### config.mk
export PLATFORM = sky130hd
export DESIGN_NAME = scs_top
export DESIGN_NICKNAME = d
export VERILOG_FILES = /design/src/rtl/scs_pkg.sv /design/src/rtl/scs_settle.sv /design/src/rtl/scs_top.sv
export SDC_FILE = /design/constraint.sdc
export NUM_CORES = 1
export LEC_CHECK = 0
export BUFFER_PORTS_ARGS = -buffer_cell sky130_fd_sc_hd__buf_2
export CORE_UTILIZATION = 50
export DETAILED_ROUTE_END_ITERATION = 10
export PLACE_DENSITY = 0.72
export SETUP_SLACK_MARGIN = 0.4
export SLEW_MARGIN = 25
export SYNTH_ARGS = -nofsm -noshare
export SYNTH_HDL_FRONTEND = slang
export SYNTH_HIERARCHICAL = 1
export SYNTH_SLANG_ARGS = --single-unit
### constraint.sdc
create_clock -name clock -period 3.5 [get_ports clock]
set_input_delay 0.175 -clock clock [delete_from_list [all_inputs] [get_ports clock]]
set_output_delay 0.175 -clock clock [all_outputs]
set_load 0.01 [all_outputs]
### src/rtl/scs_pkg.sv
package scs_pkg;

  localparam int unsigned CLK_PERIOD_NS      = 100;
  // least wait in crystal mode before the valid flag may rise
  localparam int unsigned XTAL_WAIT_NS       = 1000000;
  localparam int unsigned XTAL_WAIT_CYC      =
    (XTAL_WAIT_NS + CLK_PERIOD_NS - 1) / CLK_PERIOD_NS;
  // crystal oscillator edges seen before the source counts as settled
  localparam int unsigned XTAL_SETTLE_EDGES  = 16;
  localparam int unsigned QUICK_SETTLE_EDGES = 4;
  localparam int          CNT_W              = 16;

  typedef enum logic [2:0]
  {
    SCS_XM_OFF     = 3'b000,
    SCS_XM_CRYSTAL = 3'b001,
    SCS_XM_RC      = 3'b010,
    SCS_XM_CAP     = 3'b011,
    SCS_XM_CMOS    = 3'b100
  } scs_xmode_t;

  typedef enum logic [1:0]
  {
    SCS_ST_IDLE  = 2'b00,
    SCS_ST_WAIT  = 2'b01,
    SCS_ST_VALID = 2'b10
  } scs_settle_t;

  typedef enum logic
  {
    SCS_SRC_INT = 1'b0,
    SCS_SRC_EXT = 1'b1
  } scs_src_t;

  typedef struct packed
  {
    logic osc_enable;
    logic system_clock_source_select;
  } scs_int_ctrl_t;

  typedef struct packed
  {
    scs_xmode_t mode;
    logic [2:0] ext_osc_freq_control;
  } scs_ext_ctrl_t;

  typedef struct packed
  {
    logic crystal_in_pin_taken;
    logic crystal_out_pin_taken;
  } scs_pins_t;

  localparam scs_int_ctrl_t INT_CTRL_RST = '{osc_enable: 1'b1,
    system_clock_source_select: 1'b0};
  localparam scs_ext_ctrl_t EXT_CTRL_RST = '{mode: SCS_XM_OFF,
    ext_osc_freq_control: 3'h0};
  localparam scs_pins_t     PINS_RST     = '{crystal_in_pin_taken: 1'b0,
    crystal_out_pin_taken: 1'b0};

endpackage

### src/rtl/scs_settle.sv
module scs_settle
  import scs_pkg::*;
(
  input  wire logic             clock,
  input  wire logic             rst,
  input  wire logic             osc_pin,
  input  scs_xmode_t            mode_next,
  input  wire logic [CNT_W-1:0] min_wait,
  output logic                  tick,
  output logic                  valid
);

  function automatic logic [CNT_W-1:0] need_edges(input scs_xmode_t m);
    if (m == SCS_XM_CRYSTAL)
      need_edges = CNT_W'(XTAL_SETTLE_EDGES);
    else
      need_edges = CNT_W'(QUICK_SETTLE_EDGES);
  endfunction

  logic             sync1_q, sync1_d;
  logic             sync2_q, sync2_d;
  logic             sync3_q, sync3_d;
  logic             tick_q,  tick_d;
  scs_settle_t      state_q, state_d;
  scs_xmode_t       mode_q,  mode_d;
  logic [CNT_W-1:0] wait_q,  wait_d;
  logic [CNT_W-1:0] edges_q, edges_d;
  logic [CNT_W-1:0] wait_need;
  logic             edge_seen;

  always_comb
  begin
    sync1_d   = osc_pin;
    sync2_d   = sync1_q;
    sync3_d   = sync2_q;
    edge_seen = sync2_q & ~sync3_q;
    mode_d    = mode_next;
    state_d   = state_q;
    wait_d    = wait_q;
    edges_d   = edges_q;
    wait_need = (mode_next == SCS_XM_CRYSTAL) ? min_wait : '0;
    // peripherals get the oscillator whatever the system clock is
    tick_d    = edge_seen && (mode_next != SCS_XM_OFF);
    case (state_q)
      SCS_ST_IDLE:
      begin
        wait_d  = '0;
        edges_d = '0;
        if (mode_next != SCS_XM_OFF)
          state_d = SCS_ST_WAIT;
      end
      SCS_ST_WAIT:
      begin
        if (wait_q < wait_need)
          wait_d = wait_q + CNT_W'(1);
        if (edge_seen && edges_q < need_edges(mode_next))
          edges_d = edges_q + CNT_W'(1);
        if (wait_q >= wait_need && edges_q >= need_edges(mode_next))
          state_d = SCS_ST_VALID;
      end
      SCS_ST_VALID:
        state_d = SCS_ST_VALID;
      default:
        state_d = SCS_ST_IDLE;
    endcase
    if (mode_next == SCS_XM_OFF || mode_next != mode_q)
    begin
      state_d = SCS_ST_IDLE;
      wait_d  = '0;
      edges_d = '0;
    end
  end

  always_ff @(posedge clock)
  begin
    if (rst)
    begin
      sync1_q <= 1'b0;
      sync2_q <= 1'b0;
      sync3_q <= 1'b0;
      tick_q  <= 1'b0;
      state_q <= SCS_ST_IDLE;
      mode_q  <= SCS_XM_OFF;
      wait_q  <= '0;
      edges_q <= '0;
    end
    else
    begin
      sync1_q <= sync1_d;
      sync2_q <= sync2_d;
      sync3_q <= sync3_d;
      tick_q  <= tick_d;
      state_q <= state_d;
      mode_q  <= mode_d;
      wait_q  <= wait_d;
      edges_q <= edges_d;
    end
  end

  assign tick  = tick_q;
  assign valid = (state_q == SCS_ST_VALID);
endmodule // scs_settle

### src/rtl/scs_top.sv
// How it works
// - external clock only while select bit is one
// - external oscillator still clocks peripherals
// - switch only to enabled, settled source
// - enable and select internal in one write
// - hardware sets crystal valid once settled
// - crystal mode takes both crystal pins
// - RC, capacitor, CMOS modes take output pin
module scs_top
  import scs_pkg::*;
#(
  parameter int unsigned XTAL_WAIT_CYCLES = XTAL_WAIT_CYC
)
(
  input  wire logic     clock,
  input  wire logic     rst,
  input  wire logic     int_ctrl_we,
  input  scs_int_ctrl_t int_ctrl_wdata,
  input  wire logic     ext_ctrl_we,
  input  scs_ext_ctrl_t ext_ctrl_wdata,
  input  wire logic     ext_osc_pin,
  output scs_int_ctrl_t internal_osc_control_reg,
  output scs_ext_ctrl_t external_osc_control_reg,
  output logic          crystal_valid_flag,
  output logic          sysclk_from_ext,
  output logic          switch_pending,
  output logic          switch_done,
  output logic          periph_ext_tick,
  output scs_pins_t     pins_taken
);

  scs_int_ctrl_t int_q,      int_d;
  scs_ext_ctrl_t ext_q,      ext_d;
  scs_src_t      src_q,      src_d;
  scs_pins_t     pins_q,     pins_d;
  logic          pending_q,  pending_d;
  logic          switched_q, switched_d;
  logic          ext_ok;
  logic          xtal_valid;
  logic          ext_tick;

  scs_settle u_settle
  (
    .clock     (clock),
    .rst       (rst),
    .osc_pin   (ext_osc_pin),
    .mode_next (ext_d.mode),
    .min_wait  (CNT_W'(XTAL_WAIT_CYCLES)),
    .tick      (ext_tick),
    .valid     (xtal_valid)
  );

  always_comb
  begin
    int_d = int_q;
    ext_d = ext_q;
    if (int_ctrl_we)
      int_d = int_ctrl_wdata;
    if (ext_ctrl_we)
      ext_d = ext_ctrl_wdata;
    // a mode change this cycle makes the external source unusable
    ext_ok = xtal_valid && (ext_q.mode != SCS_XM_OFF)
             && (ext_d.mode == ext_q.mode);
    src_d = src_q;
    case (src_q)
      SCS_SRC_INT:
        if (int_d.system_clock_source_select && ext_ok)
          src_d = SCS_SRC_EXT;
      SCS_SRC_EXT:
        if (!ext_ok || !int_d.system_clock_source_select)
          src_d = SCS_SRC_INT;
      default:
        src_d = SCS_SRC_INT;
    endcase
    // losing the external source drops back to the internal one
    if (src_q == SCS_SRC_EXT && !ext_ok)
      int_d.system_clock_source_select = 1'b0;
    // the internal oscillator cannot stop while it is the system clock
    if (src_d == SCS_SRC_INT)
      int_d.osc_enable = 1'b1;
    // a refused select stays pending until the source settles
    pending_d  = int_d.system_clock_source_select
                 != (src_d == SCS_SRC_EXT);
    switched_d = (src_d != src_q);
    // pins follow the mode that lands at this edge
    case (ext_d.mode)
      SCS_XM_CRYSTAL:
        pins_d = '{crystal_in_pin_taken: 1'b1,
                   crystal_out_pin_taken: 1'b1};
      SCS_XM_RC, SCS_XM_CAP, SCS_XM_CMOS:
        pins_d = '{crystal_in_pin_taken: 1'b0,
                   crystal_out_pin_taken: 1'b1};
      default:
        pins_d = PINS_RST;
    endcase
  end

  always_ff @(posedge clock)
  begin
    if (rst)
    begin
      int_q      <= INT_CTRL_RST;
      ext_q      <= EXT_CTRL_RST;
      src_q      <= SCS_SRC_INT;
      pins_q     <= PINS_RST;
      pending_q  <= 1'b0;
      switched_q <= 1'b0;
    end
    else
    begin
      int_q      <= int_d;
      ext_q      <= ext_d;
      src_q      <= src_d;
      pins_q     <= pins_d;
      pending_q  <= pending_d;
      switched_q <= switched_d;
    end
  end

  // every output but the tick and valid comes straight from this module
  assign internal_osc_control_reg = int_q;
  assign external_osc_control_reg = ext_q;
  assign crystal_valid_flag       = xtal_valid;
  assign sysclk_from_ext          = (src_q == SCS_SRC_EXT);
  assign switch_pending           = pending_q;
  assign switch_done              = switched_q;
  assign periph_ext_tick          = ext_tick;
  assign pins_taken               = pins_q;
endmodule // scs_top

# Yosys cells after proc, flatten, opt, wreduce, memory -nomap -nowiden
# Cells that the tools add are included.
[totals]
regBits = 51
latchBits = 0
ram_bits = 0
mem_bits_ro = 0
inputBits = 13
out_inout_bits = 15
elab_cells = 79
memories = 0
[classes]
n_addsub = 2
n_mul = 0
n_div = 0
order_cmp = 4
eq_ne = 14
shift = 0
mux = 17
bitwise_logic = 4
n_reduce_logical = 22
[ops]
columns = ["cell", "count"]
rows = [
  ["$pmux W16 S2", 2],
  ["$mux W16", 3],
  ["$add A16 B1 Y16 const B", 2],
  ["$ge A16 B16 Y1", 2],
  ["$lt A16 B16 Y1", 2],
  ["$mux W14", 1],
  ["$ne A2 B1 Y1 const B", 4],
  ["$logic_and A1 B1 Y1", 7],
  ["$eq A3 B2 Y1 const B", 2],
  ["$mux W6", 1],
  ["$pmux W2 S3", 1],
  ["$reduce_and A2 Y1", 3],
  ["$reduce_bool A3 Y1", 2],
  ["$mux W5", 1],
  ["$mux W1", 4],
  ["$mux W2", 2],
  ["$pmux W2 S2", 1],
  ["$reduce_or A2 Y1", 2],
  ["$eq A3 B1 Y1 const B", 1],
  ["$eq A3 B3 Y1", 1],
  ["$eq A3 B3 Y1 const B", 1],
  ["$logic_not A3 Y1", 1],
  ["$ne A3 B3 Y1", 1],
  ["$not A1 Y1", 3],
  ["other kinds (10)", 13],
]

# Depth between registers and ports, before layout
[depth]
depth_word = 9
mapped_depth = 15

# Modules after synthesis
# Netlist, hierarchy kept.
[modules_own_cells]
columns = ["mod", "instances", "cells_each", "area_each_um2"]
rows = [
  ["scs_settle", 1, 284, 2348.5],
  ["scs_top", 1, 59, 596.8],
]

# Worst setup path before layout
# OpenSTA, ideal clock, no wires.
[synth_path]
path_type = "flip-flop to flip-flop"
from = "register ext_q (netlist bit external_osc_control_reg[4])"
to = "register u_settle.wait_q[10]"
setup_time_ns = 0.116
arrival_ns = 3.422
path_slack_ns = -0.037
path_stages_with_launch = 15
cell_sequence = "dfxtp_1 mux2i_1 inv_1 nor3b_1 clkbuf_1 nand2_1 ha_1 nand4_1 nor4_1 o21ai_0 nand3_1 clkbuf_1 buf_1 a21oi_1 a31o_1"
[synth_lines]
columns = ["item", "line", "source"]
rows = [
  ["start: declaration", "scs_top.sv:33", "scs_ext_ctrl_t ext_q, ext_d;"],
  ["start signal: assignment", "scs_top.sv:112", "ext_q <= ext_d;"],
  ["end signal: assignment", "scs_settle.sv:95", "wait_q <= wait_d;"],
  ["end: declaration", "scs_settle.sv:26", "logic [CNT_W-1:0] wait_q, wait_d;"],
]

==> qor.yml <==
sta:
  rsz0062_at_grt: "yes"
  finalCritPeriodShare: 0.833
  setup_violations: 0
  final_max_slew_viol_count: 0
  hold_slack_ns: 0.0699
  fmax_ghz: 0.343
  period_needed_ns: 2.91
  finClkSkew_ns: 0.00905
  setup_tns_ns: 0
  worst_pin_slew_ns: 0.516
  relSlewSlack: 0.654
  final-hold-violation-count: 0
status:
  status: "complete, no violations"
floorplanning:
  coreArea_sq_um: 5610
  die_h_um: 78.8
  row_count: 27
  io_pins: 28
  start_util: 0.525
  dieArea_sq_um: 6200
  die_x_um: 78.8
synth:
  synth_flop_cell: "dfxtp_1"
  synth_seq_area_share: 0.367
  synth_edf_count: 0
  synth_top_area_frac: 0.367
  ys_types: 50
  synth.largest_area_cell: "dfxtp_1"
  synthTopCellsByArea: "dfxtp_1 37%, ha_1 11%, nand2_1 5.1%, nor2_1 3.8%, nand3_1 3.6%"
  syn_area_sq_um: 2950
  synthCells: 343
  synth_seq_cells: 54
  ys.warnings.count: 6
  async_flop_share: 0
  syn_area_per_cell_sq_um: 8.59
cells_and_area:
  synthToLayoutAreaGrowth_pct: 17.6
  multi_input_area_sq_um: 1850
  seqCellArea_sq_um: 1090
  layout-drive-gt1-share: 0.180
  antenna_cells: 0
  n_fill_cell: 511
  final_nets: 432
  final_cells: 466
global_routing:
  grt_pass1_vias: 2371
  antenna_found_initial: 0
  grt_max_degree: 26
  grt-ovfl-total: 0
  grt_pass1_wl_um: 10300
  track_usage: 0.206
drt:
  postRouteAntennaNets: 0
  wl_per_cell_um: 12.8
  firstDrtPassIters: 4
  num_vias: 2555
  finalWirelength_um: 5980
  first_iter_violations: 173
  routed_via_density: 5.48
  drc: 0
placement:
  dp.cells: 450
  gp_congestion: 0.772
  port_buffers: 27
  hpwl_um: 4310
clock_network:
  cts_tree: "yes"
  cts_sinks: 54
  cts_root_buffer: "clkbuf_8"
  postCtsHoldBufs: 0
  cts_buffers: 5
  clkTransAtPathRegs_ns: 0.10
  htreeDepth: 2
  cts.path.max_buffers: 2
  insertion_delay_ns: 0.31
power_and_ir_drop:
  p_per_area_nw_per_um2: 354
  finalPower_mw: 1.22
  cellLeakagePower_nw: 1.46
  peakVddDrop_mv: 0.265
worst_setup_path:
  crit_arrival_ns: 3.17
  r2r_slack_ns: 0.59
  startpoint_type: "register"
  r2r_cells: 13
  critPathRequiredTime_ns: 3.75
  endpoint_kind: "register"
  crit_path_max_fanout: 13
  critPathKind: "reg2reg"
worst_hold_path:
  holdPathStages: 3
  hp-class: "in2reg"
flow_run:
  maxCapViolations: 0
## logic make-up after synthesis
kind of cell             after synthesis  share of synthesized area
AO/OA/AOI/OAI                         54                      0.130
XOR/XNOR                               9                     0.0268
adder cells (fa/ha/maj)               26                      0.110
buffers and inverters                 26                     0.0387
flip-flops                            54                      0.367
multiplexers                          11                     0.0408
other                                  2                    0.00255
AND/OR/NAND/NOR                      161                      0.283
## synth_stat cells (2+ instances only)
cell       n
o211ai_2   2
buf_6      2
or2b_1     3
o31ai_1    2
dfxtp_1   54
a41oi_1    2
xor2_1     3
nand4_1    5
nand2b_1   4
a21oi_1   16
mux2_4     2
o21ai_1    2
clkbuf_1   7
inv_1     15
or2_2      2
nand2_1   40
nand3_1   21
nor3b_1    3
ha_1      26
nor3_1     5
and3_1    14
a31oi_1    4
xnor2_1    6
or4_1      7
and4_1     2
o21ai_0   10
mux2i_1    9
a311o_1    2
nor2b_1   10
nor4_1     5
conb_1     2
nor2_1    30
and2_1     5
a211o_1    2
o211ai_1   4
## worst max-delay path: stages, from the launching register on
cell	delay [ns]
dfxtp_2	0.36
mux2i_2	0.19
inv_2	0.10
nor3b_4	0.21
buf_6	0.15
nand2_1	0.06
ha_1	0.29
nand4_1	0.13
nor2_1	0.07
a221oi_2	0.36
nand3_2	0.14
buf_8	0.17
or4_1	0.49
a21oi_1	0.14
## final timing paths
path | startpoint | end
setup / recovery | external_osc_control_reg[4] | u_settle/wait_q[12]
hold reg to reg | u_settle/sync1_q | u_settle/sync2_q
setup reg to reg | external_osc_control_reg[4] | u_settle/wait_q[12]
hold / removal | int_ctrl_wdata[1] | internal_osc_control_reg[1]
## final cells by class
class	count	share of cell area
flip-flops and latches	54	0.315
multi-input cells	277	0.534
well taps	72	0.0260
clock inverters	3	0.0141
clock buffers	5	0.0199
repair buffers	40	0.0755
inverters	15	0.0163
## routing by layer
layer,share of wire,track usage
met1,0.46,0.258
met3,0.040,0.0379
met2,0.48,0.357
met5,0,0
met4,0.012,0.0611
## metrics by stage
stage | area (sq um) | utilization | worst slack (ns)
floorplan | 3020 | - | 0.360
global placement | 3220 | 0.574 | 0.319
detailed placement | 3220 | 0.574 | 0.199
CTS | 3370 | 0.601 | 0.476
global route | 3460 | 0.618 | 0.377
finish | 3460 | 0.618 | 0.586
## cell usage in the layout (no fill, tap or decap), types with 6 or more instances in the layout
cell type and instances:
a21oi_1 16, and3_1 14, buf_2 27, buf_4 10
conb_1 16, dfxtp_1 51, ha_1 26, inv_1 12
mux2i_1 7, nand2_1 40, nand3_1 20, nor2_1 30
nor2b_1 10, o21ai_0 10, or4_1 7, xnor2_1 6
## where the power goes
| part | leakage [nW] | internal, mW | switching (mW) | total, mW |
|---|---|---|---|---|
| Clock | 0.0563 | 0.218 | 0.216 | 0.434 |
| Combinational | 0.962 | 0.0709 | 0.0871 | 0.158 |
| Sequential | 0.440 | 0.625 | 0.00710 | 0.632 |
## what timing repair did
action	CTS	global route
resized for setup	0	16
buffers inserted	4	3
setup endpoints to repair	8	16
pin swaps	0	5
cloned	0	1
(Power assumes the default switching activity.)
